<file path="src/hw/hmsi_pkg.sv">
package hmsi_pkg;
   // register addresses on the serial port
   localparam logic [7:0] HMSI_ADDR_EVENT_STATUS = 8'he8;
   localparam logic [7:0] HMSI_ADDR_EVENT_MASK = 8'he9;
   localparam int HMSI_EVENT_W = 8;
   localparam logic [7:0] HMSI_STATUS_RESET = 8'h00;
   localparam logic [7:0] HMSI_MASK_RESET = 8'h00;
   localparam logic [7:0] HMSI_READ_UNMAPPED = 8'h00;
   // clock and init timing
   localparam int HMSI_CLOCK_MHZ = 250;
   localparam int HMSI_INIT_TYP_MS = 3;
   localparam int HMSI_INIT_MAX_MS = 4;
   localparam int HMSI_INIT_CYCLES = HMSI_INIT_TYP_MS * 1000 * HMSI_CLOCK_MHZ;
   localparam int HMSI_INIT_MAX_CYCLES = HMSI_INIT_MAX_MS * 1000 * HMSI_CLOCK_MHZ;
   localparam int HMSI_CNT_W = 32;
   // reference frequency codes in kHz
   localparam int HMSI_FREQ_W = 16;
   localparam logic [15:0] HMSI_KHZ_38M4 = 16'h9600;
   localparam logic [15:0] HMSI_KHZ_26M0 = 16'h6590;
   localparam logic [15:0] HMSI_KHZ_19M2 = 16'h4b00;
   localparam logic [15:0] HMSI_KHZ_12M0 = 16'h2ee0;
   localparam logic [15:0] HMSI_KHZ_24M0 = 16'h5dc0;
   localparam logic [15:0] HMSI_KHZ_27M0 = 16'h6978;
   localparam logic [15:0] HMSI_KHZ_25M0 = 16'h61a8;
   localparam logic [15:0] HMSI_KHZ_50M0 = 16'hc350;
   localparam logic [1:0] HMSI_SEL_00 = 2'h0;
   localparam logic [1:0] HMSI_SEL_01 = 2'h1;
   localparam logic [1:0] HMSI_SEL_10 = 2'h2;
   typedef enum logic [1:0] {
      HMSI_ST_STANDBY = 2'b00,
      HMSI_ST_INIT = 2'b01,
      HMSI_ST_RUN = 2'b10
   } hmsi_state_t;
endpackage

</file>
<file path="src/hw/hmsi_evt_if.sv">
`timescale 1ns/1ps
`default_nettype none
interface hmsi_evt_if #(parameter int W = 8);
   logic [W-1:0] cond;
   logic [W-1:0] clear;
   logic clear_enable;
   logic [W-1:0] status;
   modport latch (input cond, input clear, input clear_enable, output status);
   modport user (output cond, output clear, output clear_enable, input status);
endinterface
`default_nettype wire

</file>
<file path="src/hw/hmsi_evt_latch.sv">
`timescale 1ns/1ps
`default_nettype none
module hmsi_evt_latch #(
   parameter int W = 8
) (
   input wire logic clock,
   input wire logic reset_n,
   input wire logic run,
   hmsi_evt_if.latch evt
);
   import hmsi_pkg::*;
   logic [W-1:0] status_reg, status_next;
   logic [W-1:0] prev_reg, prev_next;
   logic [W-1:0] rise;

   always_comb begin
      rise = evt.cond & ~prev_reg;
      prev_next = run ? evt.cond : '0;
      status_next = status_reg;
      if (evt.clear_enable) begin
         status_next = status_reg & ~evt.clear;
      end
      // only a fresh rising edge sets
      status_next = status_next | (rise & {W{run}});
      if (!run) begin
         status_next = '0;
      end
   end

   always_ff @(posedge clock) begin
      if (!reset_n) begin
         status_reg <= '0;
         prev_reg <= '0;
      end else begin
         status_reg <= status_next;
         prev_reg <= prev_next;
      end
   end

   assign evt.status = status_reg;
endmodule
`default_nettype wire

</file>
<file path="src/hw/hmsi_top.sv">
`timescale 1ns/1ps
`default_nettype none
// Summary of operation
// - logic uses rising reference edges only
// - pin high selects primary frequency table
// - pin low selects secondary frequency table
// - interrupt pin open-drain, active low
// - status bits latch until software clears
// - bits re-set only on new events
// - status register plus mask gates pin
// - suspend option gives direct level instead
// - low when unconfigured or suspended
// - reset low standby, high hub mode
// - standby keeps no configuration state
// - reset clears everything, halts pll
// - load rom defaults during init
// - init enables regulator, locks, latches straps
// - init exits on its own timer
// - init typically 3ms, at most 4ms
// - serial port ignored during init
module hmsi_top #(
   parameter int INIT_CYCLES = hmsi_pkg::HMSI_INIT_CYCLES,
   parameter logic [7:0] ROM_MASK_DEFAULT = hmsi_pkg::HMSI_MASK_RESET
) (
   input wire logic clock,
   input wire logic reset_n,
   input wire logic [1:0] ref_sel,
   input wire logic int_n_in,
   output logic int_n_out,
   output logic int_n_oe,
   input wire logic [hmsi_pkg::HMSI_EVENT_W-1:0] event_cond,
   input wire logic suspend_level_select,
   input wire logic hub_configured,
   input wire logic hub_suspended,
   input wire logic pll_lock,
   input wire logic reg_wr,
   input wire logic reg_rd,
   input wire logic [7:0] reg_addr,
   input wire logic [7:0] reg_wdata,
   output logic [7:0] reg_rdata,
   output logic reg_ack,
   output logic regulator_en,
   output logic pll_enable,
   output logic logic_reset,
   output logic ports_enable,
   output logic init_done,
   output logic [hmsi_pkg::HMSI_FREQ_W-1:0] ref_khz,
   output logic ref_table_secondary,
   output logic [1:0] ref_sel_latched
);
   import hmsi_pkg::*;

   function automatic logic [HMSI_FREQ_W-1:0] freq_of(input logic secondary, input logic [1:0] sel);
      logic [HMSI_FREQ_W-1:0] f;
      f = '0;
      if (!secondary) begin
         case (sel)
            HMSI_SEL_00: f = HMSI_KHZ_38M4;
            HMSI_SEL_01: f = HMSI_KHZ_26M0;
            HMSI_SEL_10: f = HMSI_KHZ_19M2;
            default: f = HMSI_KHZ_12M0;
         endcase
      end else begin
         case (sel)
            HMSI_SEL_00: f = HMSI_KHZ_24M0;
            HMSI_SEL_01: f = HMSI_KHZ_27M0;
            HMSI_SEL_10: f = HMSI_KHZ_25M0;
            default: f = HMSI_KHZ_50M0;
         endcase
      end
      return f;
   endfunction

   function automatic logic addr_hit(input logic [7:0] a, input logic [7:0] r);
      return a == r;
   endfunction

   ////////////////////////////////////////////////////////////////////////////
   // mode sequencing
   hmsi_state_t state_reg, state_next;
   logic [HMSI_CNT_W-1:0] cnt_reg, cnt_next;
   logic secondary_reg, secondary_next;
   logic [1:0] sel_reg, sel_next;
   logic run;

   always_comb begin
      state_next = state_reg;
      cnt_next = cnt_reg;
      secondary_next = secondary_reg;
      sel_next = sel_reg;
      case (state_reg)
         HMSI_ST_STANDBY: begin
            cnt_next = '0;
            state_next = HMSI_ST_INIT;
         end
         HMSI_ST_INIT: begin
            // straps latched during init, last sample kept
            // host holds pin low across init for secondary
            secondary_next = ~int_n_in;
            sel_next = ref_sel;
            cnt_next = cnt_reg + 1'b1;
            // count set from typical time, below maximum
            if (cnt_reg >= HMSI_CNT_W'(INIT_CYCLES - 1)) begin
               state_next = HMSI_ST_RUN;
            end
         end
         HMSI_ST_RUN: begin
            state_next = HMSI_ST_RUN;
         end
         default: begin
            state_next = HMSI_ST_STANDBY;
         end
      endcase
   end

   always_ff @(posedge clock) begin
      // reset drops all state at once
      if (!reset_n) begin
         state_reg <= HMSI_ST_STANDBY;
         cnt_reg <= '0;
         secondary_reg <= 1'b0;
         sel_reg <= 2'h0;
      end else begin
         state_reg <= state_next;
         cnt_reg <= cnt_next;
         secondary_reg <= secondary_next;
         sel_reg <= sel_next;
      end
   end

   assign run = (state_reg == HMSI_ST_RUN);

   ////////////////////////////////////////////////////////////////////////////
   // event latch and mask
   hmsi_evt_if #(.W(HMSI_EVENT_W)) evt ();
   logic [7:0] mask_reg, mask_next;
   logic [7:0] rdata_reg, rdata_next;
   logic ack_reg, ack_next;
   logic wr_status, wr_mask;
   logic int_active_reg, int_active_next;
   logic [HMSI_FREQ_W-1:0] khz_reg, khz_next;

   assign wr_status = run && reg_wr && addr_hit(reg_addr, HMSI_ADDR_EVENT_STATUS);
   assign wr_mask = run && reg_wr && addr_hit(reg_addr, HMSI_ADDR_EVENT_MASK);

   assign evt.cond = event_cond;
   assign evt.clear = reg_wdata;
   assign evt.clear_enable = wr_status;

   hmsi_evt_latch #(.W(HMSI_EVENT_W)) u_latch (
      .clock(clock),
      .reset_n(reset_n),
      .run(run),
      .evt(evt)
   );

   always_comb begin
      mask_next = mask_reg;
      rdata_next = rdata_reg;
      ack_next = 1'b0;
      // rom default for mask loaded during init
      if (state_reg == HMSI_ST_INIT) begin
         mask_next = ROM_MASK_DEFAULT;
      end
      // mask register, write one to enable
      if (wr_mask) begin
         mask_next = reg_wdata;
      end
      if (run && (reg_wr || reg_rd)) begin
         ack_next = 1'b1;
      end
      if (run && reg_rd) begin
         if (addr_hit(reg_addr, HMSI_ADDR_EVENT_STATUS)) begin
            rdata_next = evt.status;
         end else if (addr_hit(reg_addr, HMSI_ADDR_EVENT_MASK)) begin
            rdata_next = mask_reg;
         end else begin
            rdata_next = HMSI_READ_UNMAPPED;
         end
      end
      if (suspend_level_select) begin
         int_active_next = run && (!hub_configured || hub_suspended);
      end else begin
         int_active_next = run && |(evt.status & mask_reg);
      end
      khz_next = freq_of(secondary_reg, sel_reg);
   end

   always_ff @(posedge clock) begin
      if (!reset_n) begin
         mask_reg <= HMSI_MASK_RESET;
         rdata_reg <= HMSI_READ_UNMAPPED;
         ack_reg <= 1'b0;
         int_active_reg <= 1'b0;
         khz_reg <= '0;
      end else begin
         mask_reg <= mask_next;
         rdata_reg <= rdata_next;
         ack_reg <= ack_next;
         int_active_reg <= int_active_next;
         khz_reg <= khz_next;
      end
   end

   ////////////////////////////////////////////////////////////////////////////
   // outputs
   // open drain, never drives high
   assign int_n_out = 1'b0;
   assign int_n_oe = int_active_reg;
   assign reg_rdata = rdata_reg;
   assign reg_ack = ack_reg;
   // regulator and pll up from init onward, pll left to lock
   assign regulator_en = (state_reg != HMSI_ST_STANDBY);
   // pll halted and ports off while in reset
   assign pll_enable = (state_reg != HMSI_ST_STANDBY);
   assign logic_reset = (state_reg != HMSI_ST_RUN);
   assign ports_enable = run && pll_lock;
   assign init_done = run;
   assign ref_khz = khz_reg;
   assign ref_table_secondary = secondary_reg;
   assign ref_sel_latched = sel_reg;
endmodule
`default_nettype wire

</file>
<file path="config.mk">
export PLATFORM = sky130hd
export DESIGN_NAME = hmsi_top
export DESIGN_NICKNAME = d
export VERILOG_FILES = /design/src/hw/hmsi_pkg.sv /design/src/hw/hmsi_evt_if.sv /design/src/hw/hmsi_evt_latch.sv /design/src/hw/hmsi_top.sv
export SDC_FILE = /design/constraint.sdc
export NUM_CORES = 1
export LEC_CHECK = 0
export BUFFER_PORTS_ARGS = -buffer_cell sky130_fd_sc_hd__buf_2
export CAP_MARGIN = 10
export CORE_MARGIN = 2
export CORE_UTILIZATION = 31
export CTS_BUF_LIST = sky130_fd_sc_hd__clkbuf_8 sky130_fd_sc_hd__clkbuf_16
export DETAILED_ROUTE_END_ITERATION = 10
export HOLD_SLACK_MARGIN = 0.02
export SYNTH_ARGS = -nofsm -noshare
export SYNTH_HDL_FRONTEND = slang
export SYNTH_SLANG_ARGS = --single-unit
</file>
<file path="constraint.sdc">
create_clock -name clock -period 2.4 [get_ports clock]
set_input_delay 0.36 -clock clock [delete_from_list [all_inputs] [get_ports clock]]
set_output_delay 0.36 -clock clock [all_outputs]
set_load 0.02 [all_outputs]
</file>
==> results of run 1 <==
[through the flow]
stage | hold WS (ps) | worst slack, ps | instances | power [uW]
after detailed placement | 483 | 272 | 678 | 2710
after floorplan | 455 | 524 | 466 | 2330
after CTS | 204 | 234 | 694 | 4240
final | 216 | 264 | 694 | 4170
after global placement | 464 | 327 | 678 | 2690
after global routing | 222 | 96.0 | 694 | 4410
[cell families (layout without fill, tap and decap cells)]
| family | count (synthesis) | after routing | share of synthesized area, % |
|---|---|---|---|
| xor gates and xnor gates | 3 | 3 | 0.650 |
| buffers and inverters | 52 | 108 | 5.60 |
| AOI/OAI and AO/OA | 85 | 85 | 14.3 |
| DFF | 83 | 83 | 41.1 |
| and+or+nand+nor | 200 | 200 | 28.2 |
| adders and majority gates | 8 | 8 | 2.47 |
| muxes | 31 | 31 | 7.67 |
| other | 1 | 4 | 0.0927 |
[worst min-delay path by stage]
stage / start / end / slack [ps] / cells past startpoint
CTS: hub_configured / int_n_oe / 200 / 2
global route: hub_configured / int_n_oe / 220 / 2
finish: hub_configured / int_n_oe / 220 / 2
global placement: state_reg[0] / state_reg[0] / 460 / 2
detailed placement: u_latch.prev_reg[6] / u_latch.evt.status[6] / 480 / 2
floorplan: cnt_reg[31] / cnt_reg[31] / 450 / 2
[metal layers]
metal  vias up  track usage, %  share of wire (%)
li1       1759               -                  -
met1      1640            16.6                 44
met2        78            24.0                 49
met3         5            4.54                5.5
met4         0            4.37               0.96
met5         -               0                  0
[area by class of cell]
class	count	area (um^2)	area share, %
clock buffer	10	239	4.95
sequential	83	1660	34.4
multi-input combinational	331	2170	44.9
tap	172	215	4.45
clock inverter	6	90.1	1.86
timing repair buffer	73	385	7.98
inverter	19	71.3	1.48
[cell usage in the layout (no fill, tap or decap), types with 3 or more instances in the layout]
master     instances
a21boi_0           9
a21boi_1           5
a21oi_1           11
a31oi_1            4
and2_1            22
and3_1            21
and4_1             3
buf_2             65
buf_4              8
clkbuf_16          9
clkinv_4           3
conb_1             4
dfxtp_1           83
ha_1               8
inv_1             19
mux2i_1           31
nand2_1           41
nand2b_1          21
nand3_1           25
nand4_1           11
nand4b_1           3
nor2_1             9
nor2b_1            7
nor3_1             6
nor3b_1            3
nor4_1            12
o211ai_1           6
o21a_1            10
o21ai_0           23
o311a_1            4
o311ai_0           3
or3_1              5
or4_1              6
xnor2_1            3
[report_power, final]
group,leakage [uW],internal [uW],switching (uW)
clock network,0.000164,941,560
logic,0.00117,382,706
registers,0.000672,1490,87.6
total,0.00200,2820,1350
==> results.txt, run 1 <==
----------------------------------------------------
[Run status]
  Run status ... finished, final reports clean

[Critical path]
  Source of the worst register-to-register timing path ... state_reg[1]
  Required time worst endpoint ... roughly 2700 ps
  Setup CP Type ... flip-flop to flip-flop
  Endpoint of the worst setup timing path ... cnt_reg[19]
  Buffer and inverter count on the worst path ... 2
  Cell type of the slowest stage on the worst timing path ... or4_1
  Critical path's largest stage delay ... 610 ps
  Arrival time worst endpoint ... roughly 2400 ps
  Reg-to-Reg End ... cnt_reg[19]
  Startpoint kind of the worst setup timing path ... flip-flop
  Worst reg2reg path depth ... 6
  Max FO, Critical Path ... 13
  Worst setup slack for register-to-register paths ... between 200 and 300 ps
  Cell Chain, Critical Path ... inv_1, ha_1, buf_4, nand4_1, or4_1, a21boi_1
  Crit. End Element ... flip-flop
  Path length in cells of the critical path ... 6
  Kind of cell with the highest combined delay on the critical path ... simple AND/OR/NAND/NOR gates
  Timing startpoint of the critical path ... state_reg[1]

[Synthesis]
  Biggest area consumer among synthesized cells ... dfxtp_1
  Post-Synthesis Mean Instance Area ... 8.74 um^2
  Flops & latches, synth ... 83
  Most used standard cell by instance count after synthesis ... dfxtp_1
  Area fraction of the dominant cell type after synthesis ... between 40% and 50%
  Synthesized instance count ... 463
  Predominant post-synthesis flop cell ... dfxtp_1
  Sequential share of the synthesized area ... 41.1%
  Commonest cells post-synth ... dfxtp_1, nand2_1, mux2i_1
  Number of synthesized flops with an enable pin ... 0
  Ys async rst share ... 0%
  Top cells by area, synth ... dfxtp_1, mux2i_1, nand2_1
  Synthesis warning total ... 0
  Cell area after synthesis ... ~0.004 mm^2
  Count of distinct cell types in the synthesized netlist ... between 40 and 50

[Global routing]
  Leftover overflow at the end of global routing ... 0
  Pin count of the biggest net entering global routing ... 41
  Global routing usage summed across all routing layers ... 14.0%
  Global-route wire length before repair ... ~16,000 um
  Antenna violations before repair ... 0
  Via count of the first global-routing pass ... between 3,000 and 4,000

[Power and ir drop]
  Power Dens Cells ... ~860 mW/mm^2
  IR drop worst, VDD ... 0.000381 V
  Static Leakage ... 0.00200 uW

[Clocking]
  CTS Hold Buffers Added ... 0
  Clock Pin Slew Worst Setup and Hold Paths ... approximately 60 ps
  Root Buffer ... clkbuf_16
  Number of gates resized after CTS ... 0
  Clk Latency, worst-skew pair ... about 340 ps
  Post-CTS Setup Bufs ... 0
  Number of CTS-inserted buffers ... 9
  Clock Path Buffers ... 2
  H-Tree Level Count ... 3
  Sinks on Clock Net ... 83
  CTS tree ... built

[Cells and area]
  Number of nets in the finished design ... 560
  Synthesis-to-finish area growth ... 19.4%
  Area of all placed cells without fillers ... ~0.0048 mm^2
  Filler instances ... ~1,300
  Fraction of final layout cells with drive strength greater than 1 ... between 10% and 20%
  Share of the core filled with cells ... 38.1%
  Number of antenna repair diodes ... 0
  Number of flip-flops under the largest register name ... 32

[Drt]
  Total detailed-routing wirelength ... between 9000 and 10,000 um
  DRC violations left ... 0
  Remaining number of nets flagged by the antenna check after routing ... 0
  Detailed-route vias per instance ... ~5.0
  DR iter-0 viols ... roughly 250
  WL/cell ... around 14 um
  Detailed-router iteration count before antenna repair ... 5
  Detailed-route via count ... approximately 3,500

[STA]
  Slew headroom ... between 40% and 50%
  Number of slew-limit violations in the final report ... 0
  Final period utilization ... 89.0%
  Total negative slack for setup checks ... 0 ps
  Minimum clock period after layout ... 2140 ps
  F_max ... 0.468 GHz
  Final count of negative-setup-slack endpoints ... 0
  Setup clock skew after layout ... 5.65 ps
  Measured slew at the worst slew-check pin ... ~800 ps
  Setup repair after global routing missed its margin ... false
  Final hold violations ... 0

[Floorplan]
  Effective utilization at floorplan ... between 30% and 40%
  Number of placement rows ... 41
  Core ar. ... 0.0127 mm^2
  Die outline height ... 118 um
  IO Pins ... 70
  Die width ... between 100 and 150 um
  Area enclosed by the die boundary ... around 0.014 mm^2

[Placed design]
  Half-perimeter wire length after detailed placement ... roughly 7000 um
  Gp weighted congestion ... between 0.8 and 0.9
  Port-buffer cells ... 65
  Total placed instance area ... about 0.0045 mm^2

[Flow run]
  Number of max-cap violations ... 0

[Worst hold path]
  Class of the tightest hold or removal check ... input port to flip-flop

----------------------------------------------------
Note: power is estimated with default switching activity, not from simulation.
==> run 2: changes to the inputs <==
--- a/config.mk
+++ b/config.mk
@@ -10,6 +10,7 @@
 export CORE_MARGIN = 2
 export CORE_UTILIZATION = 31
 export CTS_BUF_LIST = sky130_fd_sc_hd__clkbuf_8 sky130_fd_sc_hd__clkbuf_16
+export CTS_CLUSTER_DIAMETER = 150
 export DETAILED_ROUTE_END_ITERATION = 10
 export HOLD_SLACK_MARGIN = 0.02
 export SYNTH_ARGS = -nofsm -noshare
==> constraint.sdc (replaced) <==
create_clock -name clock -period 2.4 [get_ports clock]
set_input_delay 0.36 -clock clock [delete_from_list [all_inputs] [get_ports clock]]
set_output_delay 0.36 -clock clock [all_outputs]
set_load 0.1 [all_outputs]
==> results.txt, run 2 (synthesized netlist as in run 1, its figures left out) <==
----------------------------------------------------
[Floorplan]
  IO Pins ... 70 (unchanged)
  Core ar. ... 0.0127 mm^2 (unchanged)
  Number of placement rows ... 41 (unchanged)
  Die outline height ... 118 um (unchanged)
  Die width ... 118 um (unchanged)
  Area enclosed by the die boundary ... 0.0140 mm^2 (unchanged)
  Effective utilization at floorplan ... 31.9% (unchanged)

[Drt]
  Remaining number of nets flagged by the antenna check after routing ... 0 (unchanged)
  DR iter-0 viols ... 234 (-5.3%)
  WL/cell ... 13.7 um (about the same)
  Detailed-router iteration count before antenna repair ... 4 (-1)
  Detailed-route via count ... 3,463 (-0.55%)
  Total detailed-routing wirelength ... 9480 um (about the same)
  DRC violations left ... 0 (unchanged)
  Detailed-route vias per instance ... 4.99 (-0.55%)

[Flow run]
  Number of max-cap violations ... 0 (unchanged)

[Power and ir drop]
  Internal Dissipation ... 2580 uW (-8.5%)
  IR drop worst, VDD ... 0.000311 V (-18%)
  Switching part of the total ... 44.3% (+12 points)
  Power Dens Cells ... 967 mW/mm^2 (+12%)
  Static Leakage ... 0.00197 uW (-1.7%)
  Net switching component of the power ... 2050 uW (+51%)
  Part of the power in registers ... 34.2% (-3.7 points)
  Power share of the clock group ... 27.0% (-9.0 points)
  Combinational group share of total power ... 38.7% (+13 points)

[Clocking]
  Post-CTS Setup Bufs ... 0 (unchanged)
  Clock Pin Slew Worst Setup and Hold Paths ... 60 ps (about the same)
  H-Tree Level Count ... 3 (unchanged)
  Number of gates resized after CTS ... 0 (unchanged)
  Number of CTS-inserted buffers ... 9 (unchanged)
  Clock Path Buffers ... 2 (unchanged)
  CTS Hold Buffers Added ... 0 (unchanged)
  CTS tree ... built
  Root Buffer ... clkbuf_16
  Sinks on Clock Net ... 83 (unchanged)
  Clk Latency, worst-skew pair ... 330 ps (about the same)

[Critical path]
  Setup CP Type ... flip-flop to flip-flop
  Required time worst endpoint ... 2670 ps (about the same)
  Arrival time worst endpoint ... 2360 ps (-50 ps)
  Max FO, Critical Path ... 13 (unchanged)
  Startpoint kind of the worst setup timing path ... flip-flop
  Worst setup slack for register-to-register paths ... 310 ps (+50 ps)
  Crit. End Element ... flip-flop
  Source of the worst register-to-register timing path ... state_reg[1]
  Worst reg2reg path depth ... 5 (-1)
  Reg-to-Reg End ... cnt_reg[19]

[STA]
  Setup repair after global routing missed its margin ... false
  Final count of negative-setup-slack endpoints ... 0 (unchanged)
  Slew headroom ... 50.8% (+4.3 points)
  Final hold violations ... 0 (unchanged)
  Worst setup slack after layout ... 311 ps (+46.8 ps)
  Number of slew-limit violations in the final report ... 0 (unchanged)
  F_max ... 0.479 GHz (+2.2%)
  Final period utilization ... 87.1% (-2.0 points)
  Measured slew at the worst slew-check pin ... 738 ps (-63.9 ps)
  Minimum clock period after layout ... 2090 ps (-46.8 ps)
  Total negative slack for setup checks ... 0 ps (unchanged)
  Setup clock skew after layout ... 4.90 ps (-0.746 ps)

[Placed design]
  Half-perimeter wire length after detailed placement ... 6660 um (-2.7%)
  Post-placement setup slack ... 298 ps (+26.6 ps)
  Gp weighted congestion ... 0.790 (-8.7%)
  Port-buffer cells ... 65 (unchanged)
  Total placed instance area ... 0.00451 mm^2 (+0.22%)

[Cells and area]
  Number of nets in the finished design ... 561 (+0.18%)
  Fraction of final layout cells with drive strength greater than 1 ... 17.6% (+0.19 points)
  Commonest non-fill, non-tap cell in the layout ... dfxtp_1
  Number of antenna repair diodes ... 0 (unchanged)
  Synthesis-to-finish area growth ... 18.2%
  Leading cell types in the layout, fill and taps excluded ... dfxtp_1, buf_2, nand2_1, mux2i_1, nand3_1
  Area of all placed cells without fillers ... 0.00478 mm^2 (-1.0%)
  Number of flip-flops under the largest register name ... 32 (unchanged)

[Worst hold path]
  Cell count of the worst hold path ... 2 (unchanged)
  Class of the tightest hold or removal check ... input port to flip-flop
  Hold endpoint ... int_n_oe
  Hold path startpoint ... hub_configured

[Run status]
  Run status ... finished, final reports clean

[Global routing]
  Global routing usage summed across all routing layers ... 13.8% (-0.25 points)
  Pin count of the biggest net entering global routing ... 38 (-7.3%)
  Leftover overflow at the end of global routing ... 0 (unchanged)
  Antenna violations before repair ... 0 (unchanged)
  Global-route wire length before repair ... 15,800 um (-1.8%)
  Via count of the first global-routing pass ... 3,299 (-3.2%)

----------------------------------------------------
[run 2: cell types whose count changed in the layout (fill, tap and decap cells not counted)]
cell and change:
clkinv_4 -3, clkinvlp_4 +3, bufinv_16 -2, buf_4 +1, clkinv_2 +1, ha_1 -1, ha_2 +1
[run 2: per-layer routing]
layer	global-route usage (%)	vias up	routed length (um)
met5	0	-	0
met4	3.92	0	105
met3	4.44	7	528
met2	23.2	84	4560
met1	16.7	1616	4300
li1	-	1756	-
[run 2: per-stage QoR]
stage	cells	power (uW)	hold WS (ps)	util [%]
2_1_floorplan	466	3050	455	-
3_3_place_gp	679	3380	466	35.6
3_5_place_dp	679	3410	472	35.6
4_1_cts	694	4680	219	37.7
5_1_grt	694	4840	213	37.7
6_report	694	4620	230	37.7
[run 2: power by group through the flow]
stage               clock network, uW  logic (uW)  registers [uW]
finish                           1250        1790            1580
global route                     1340        1900            1600
CTS                              1290        1800            1580
detailed placement                  0        1800            1610
global placement                    0        1780            1600
floorplan                           0        1000            2050
[run 2: critical path, cell delays in order (launching register included)]
cell      delay, ps
dfxtp_1         330
inv_1            90
ha_1            350
nand4_1         490
or4_1           630
a21boi_1        140
[run 2: how the worst max path moves through the flow]
stage	from	end	slack [ps]	depth (start not counted)
CTS	state_reg[1]	cnt_reg[19]	270	5
finish	state_reg[1]	cnt_reg[19]	310	5
global route	state_reg[1]	cnt_reg[19]	120	5
detailed placement	state_reg[1]	cnt_reg[19]	300	5
floorplan	state_reg[0]	ports_enable	80	4
global placement	state_reg[1]	cnt_reg[19]	440	5
[run 2: final cells by class]
| cell class | count | area, um^2 |
|---|---|---|
| well taps | 172 | 215 |
| flip-flops and latches | 83 | 1660 |
| inverters | 19 | 71.3 |
| repair buffers | 74 | 393 |
| multi-input cells | 331 | 2170 |
| clock buffers | 10 | 239 |
| fillers | 1328 | 7890 |
| clock inverters | 5 | 31.3 |
==> run 3: changes to the inputs <==
--- a/config.mk
+++ b/config.mk
@@ -8,11 +8,13 @@
 export BUFFER_PORTS_ARGS = -buffer_cell sky130_fd_sc_hd__buf_2
 export CAP_MARGIN = 10
 export CORE_MARGIN = 2
-export CORE_UTILIZATION = 31
+export CORE_UTILIZATION = 56
 export CTS_BUF_LIST = sky130_fd_sc_hd__clkbuf_8 sky130_fd_sc_hd__clkbuf_16
 export CTS_CLUSTER_DIAMETER = 150
 export DETAILED_ROUTE_END_ITERATION = 10
+export GPL_TIMING_DRIVEN = 0
 export HOLD_SLACK_MARGIN = 0.02
+export PLACE_DENSITY = 0.8
 export SYNTH_ARGS = -nofsm -noshare
 export SYNTH_HDL_FRONTEND = slang
 export SYNTH_SLANG_ARGS = --single-unit
==> results.txt, run 3 (synthesized netlist as in run 1, its figures left out) <==
----------------------------------------------------
[Cells and area]
  Number of antenna repair diodes ... 0 (unchanged)
  Fraction of final layout cells with drive strength greater than 1 ... 17.6% (-0.042 points)
  Filler instances ... 583 (-56%)
  Area of all placed cells without fillers ... 0.00477 mm^2 (-0.34%)
  Leading cell types in the layout, fill and taps excluded ... dfxtp_1, buf_2, nand2_1, mux2i_1, nand3_1
  Area of the multi-input gates ... 0.00217 mm^2 (unchanged)
  Number of flip-flops under the largest register name ... 32 (unchanged)
  Synthesis-to-finish area growth ... 17.8%
  Area occupied by registers ... 0.00166 mm^2 (unchanged)
  Number of nets in the finished design ... 584 (+4.1%)
  Commonest non-fill, non-tap cell in the layout ... dfxtp_1

[Power and ir drop]
  Total power of the final layout ... 4710 uW (+1.9%)
  Static Leakage ... 0.00201 uW (+2.2%)
  IR drop worst, VDD ... 0.000364 V (+17%)
  Power Dens Cells ... 989 mW/mm^2 (+2.3%)

[Placed design]
  Half-perimeter wire length after detailed placement ... 6970 um (+4.7%)
  Post-placement setup slack ... 292 ps (-6.57 ps)
  Gp weighted congestion ... 0.915 (+16%)
  Port-buffer cells ... 64 (-1.5%)
  Total placed instance area ... 0.00450 mm^2 (-0.28%)

[Clocking]
  Clk Latency, worst-skew pair ... 350 ps (+20 ps)
  Root Buffer ... clkbuf_8
  CTS Hold Buffers Added ... 0 (unchanged)
  Number of gates resized after CTS ... 0 (unchanged)
  Clock Path Buffers ... 2 (unchanged)
  Post-CTS Setup Bufs ... 0 (unchanged)
  Clock Pin Slew Worst Setup and Hold Paths ... 90 ps (+30 ps)
  H-Tree Level Count ... 3 (unchanged)
  CTS tree ... built
  Number of CTS-inserted buffers ... 9 (unchanged)
  Sinks on Clock Net ... 83 (unchanged)

[Floorplan]
  Die outline height ... 89.0 um (-25%)
  Core ar. ... 0.00691 mm^2 (-45%)
  IO Pins ... 70 (unchanged)
  Die width ... 89.0 um (-25%)
  Area enclosed by the die boundary ... 0.00792 mm^2 (-43%)
  Effective utilization at floorplan ... 58.6% (+27 points)
  Number of placement rows ... 30 (-27%)

[STA]
  Final hold violations ... 0 (unchanged)
  Worst setup slack after layout ... 203 ps (-108 ps)
  Total negative slack for setup checks ... 0 ps (unchanged)
  Setup clock skew after layout ... 9.35 ps (+4.45 ps)
  Number of slew-limit violations in the final report ... 0 (unchanged)
  Measured slew at the worst slew-check pin ... 634 ps (-104 ps)
  Setup repair after global routing missed its margin ... false
  Minimum clock period after layout ... 2200 ps (+108 ps)
  Slew headroom ... 57.4% (+6.6 points)
  Final count of negative-setup-slack endpoints ... 0 (unchanged)
  Final hold slack ... 195 ps (-34.7 ps)
  Final period utilization ... 91.5% (+4.5 points)
  F_max ... 0.455 GHz (-4.9%)

[Critical path]
  Crit. End Element ... flip-flop
  Kind of cell with the highest combined delay on the critical path ... buffers and inverters
  Setup CP Type ... flip-flop to flip-flop
  Worst reg2reg path depth ... 9 (+4)
  Arrival time worst endpoint ... 2490 ps (+130 ps)
  Max FO, Critical Path ... 10 (-3)
  Startpoint kind of the worst setup timing path ... flip-flop
  Required time worst endpoint ... 2700 ps (+30 ps)
  Critical path's largest stage delay ... 450 ps (-180 ps)
  Buffer and inverter count on the worst path ... 5 (+4)
  Path length in cells of the critical path ... 9 (+4)
  Cell Chain, Critical Path ... inv_1, ha_1, buf_2, inv_1, clkbuf_1, clkbuf_1, nand2_1, mux2i_1, and2_1
  Cell type of the slowest stage on the worst timing path ... clkbuf_1

[Drt]
  Remaining number of nets flagged by the antenna check after routing ... 0 (unchanged)
  Detailed-route vias per instance ... 5.84 (+17%)
  DRC violations left ... 0 (unchanged)
  Detailed-route via count ... 3,752 (+8.3%)
  DR iter-0 viols ... 246 (+5.1%)
  Total detailed-routing wirelength ... 9720 um (+2.4%)
  Detailed-router iteration count before antenna repair ... 5 (+1)
  WL/cell ... 15.1 um (+11%)

[Global routing]
  Leftover overflow at the end of global routing ... 0 (unchanged)
  Global-route wire length before repair ... 15,700 um (-0.39%)
  Global routing usage summed across all routing layers ... 25.2% (+11 points)
  Via count of the first global-routing pass ... 3,413 (+3.5%)
  Pin count of the biggest net entering global routing ... 15 (-61%)
  Antenna violations before repair ... 0 (unchanged)

[Worst hold path]
  Class of the tightest hold or removal check ... input port to flip-flop
  Cell count of the worst hold path ... 2 (unchanged)

[Run status]
  Run status ... finished, final reports clean

[Flow run]
  Number of max-cap violations ... 0 (unchanged)

----------------------------------------------------
[run 3: cell types whose count changed in the layout (fill, tap and decap cells not counted)]
cell,delta
buf_1,+5
buf_4,-3
clkinv_2,-1
clkinvlp_4,-2
clkbuf_16,-9
clkbuf_8,+8
bufinv_16,+4
inv_6,+1
clkbuf_2,+1
clkbuf_1,+15
clkbuf_4,+1
buf_2,+4
[run 3: worst reg2reg max path, stage by stage, from the launching register on]
cell and delay [ps]:
dfxtp_1 370, inv_1 80, ha_1 170, buf_2 190
inv_1 100, clkbuf_1 370, clkbuf_1 450, nand2_1 100
mux2i_1 160, and2_1 150
[run 3: worst paths after layout]
kind                                          start                     to  slack [ps]
worst max-delay path                   state_reg[1]            mask_reg[6]         200
worst min-delay path                 hub_configured               int_n_oe         200
worst max register to register         state_reg[1]            mask_reg[6]         200
worst min register to register  u_latch.prev_reg[4]  u_latch.evt.status[4]         490
[run 3: routing by layer]
| metal | routed length, um | GRT usage [%] | up-vias | share of wire, % |
|---|---|---|---|---|
| met5 | 0 | 0 | - | 0 |
| met4 | 143 | 8.82 | 0 | 1.5 |
| met3 | 540 | 3.51 | 19 | 5.6 |
| met2 | 4730 | 43.7 | 150 | 49 |
| met1 | 4300 | 32.2 | 1781 | 44 |
| li1 | - | - | 1802 | - |
[run 3: cell type report]
type | instances | share of cell area, %
Multi-Input combinational cell | 331 | 45.5
Sequential cell | 83 | 34.9
Timing Repair Buffer | 64 | 6.77
Buffer | 33 | 3.26
Clock inverter | 7 | 2.94
Clock buffer | 9 | 2.60
Tap cell | 96 | 2.52
Inverter | 19 | 1.50
[run 3: metrics by stage]
step                      utilization [%]  std cells
after detailed placement             65.1        626
after global placement               65.1        626
after floorplan                         -        466
after CTS                            69.0        642
after global routing                 69.0        642
final                                69.0        642
[run 3: where the power goes]
group / leakage [uW] / switching, uW / total [uW] / internal, uW
Clock: 0.000131 / 523 / 1320 / 797
Combinational: 0.00121 / 1460 / 1830 / 362
Sequential: 0.000672 / 75.5 / 1570 / 1490
Total: 0.00201 / 2060 / 4710 / 2650
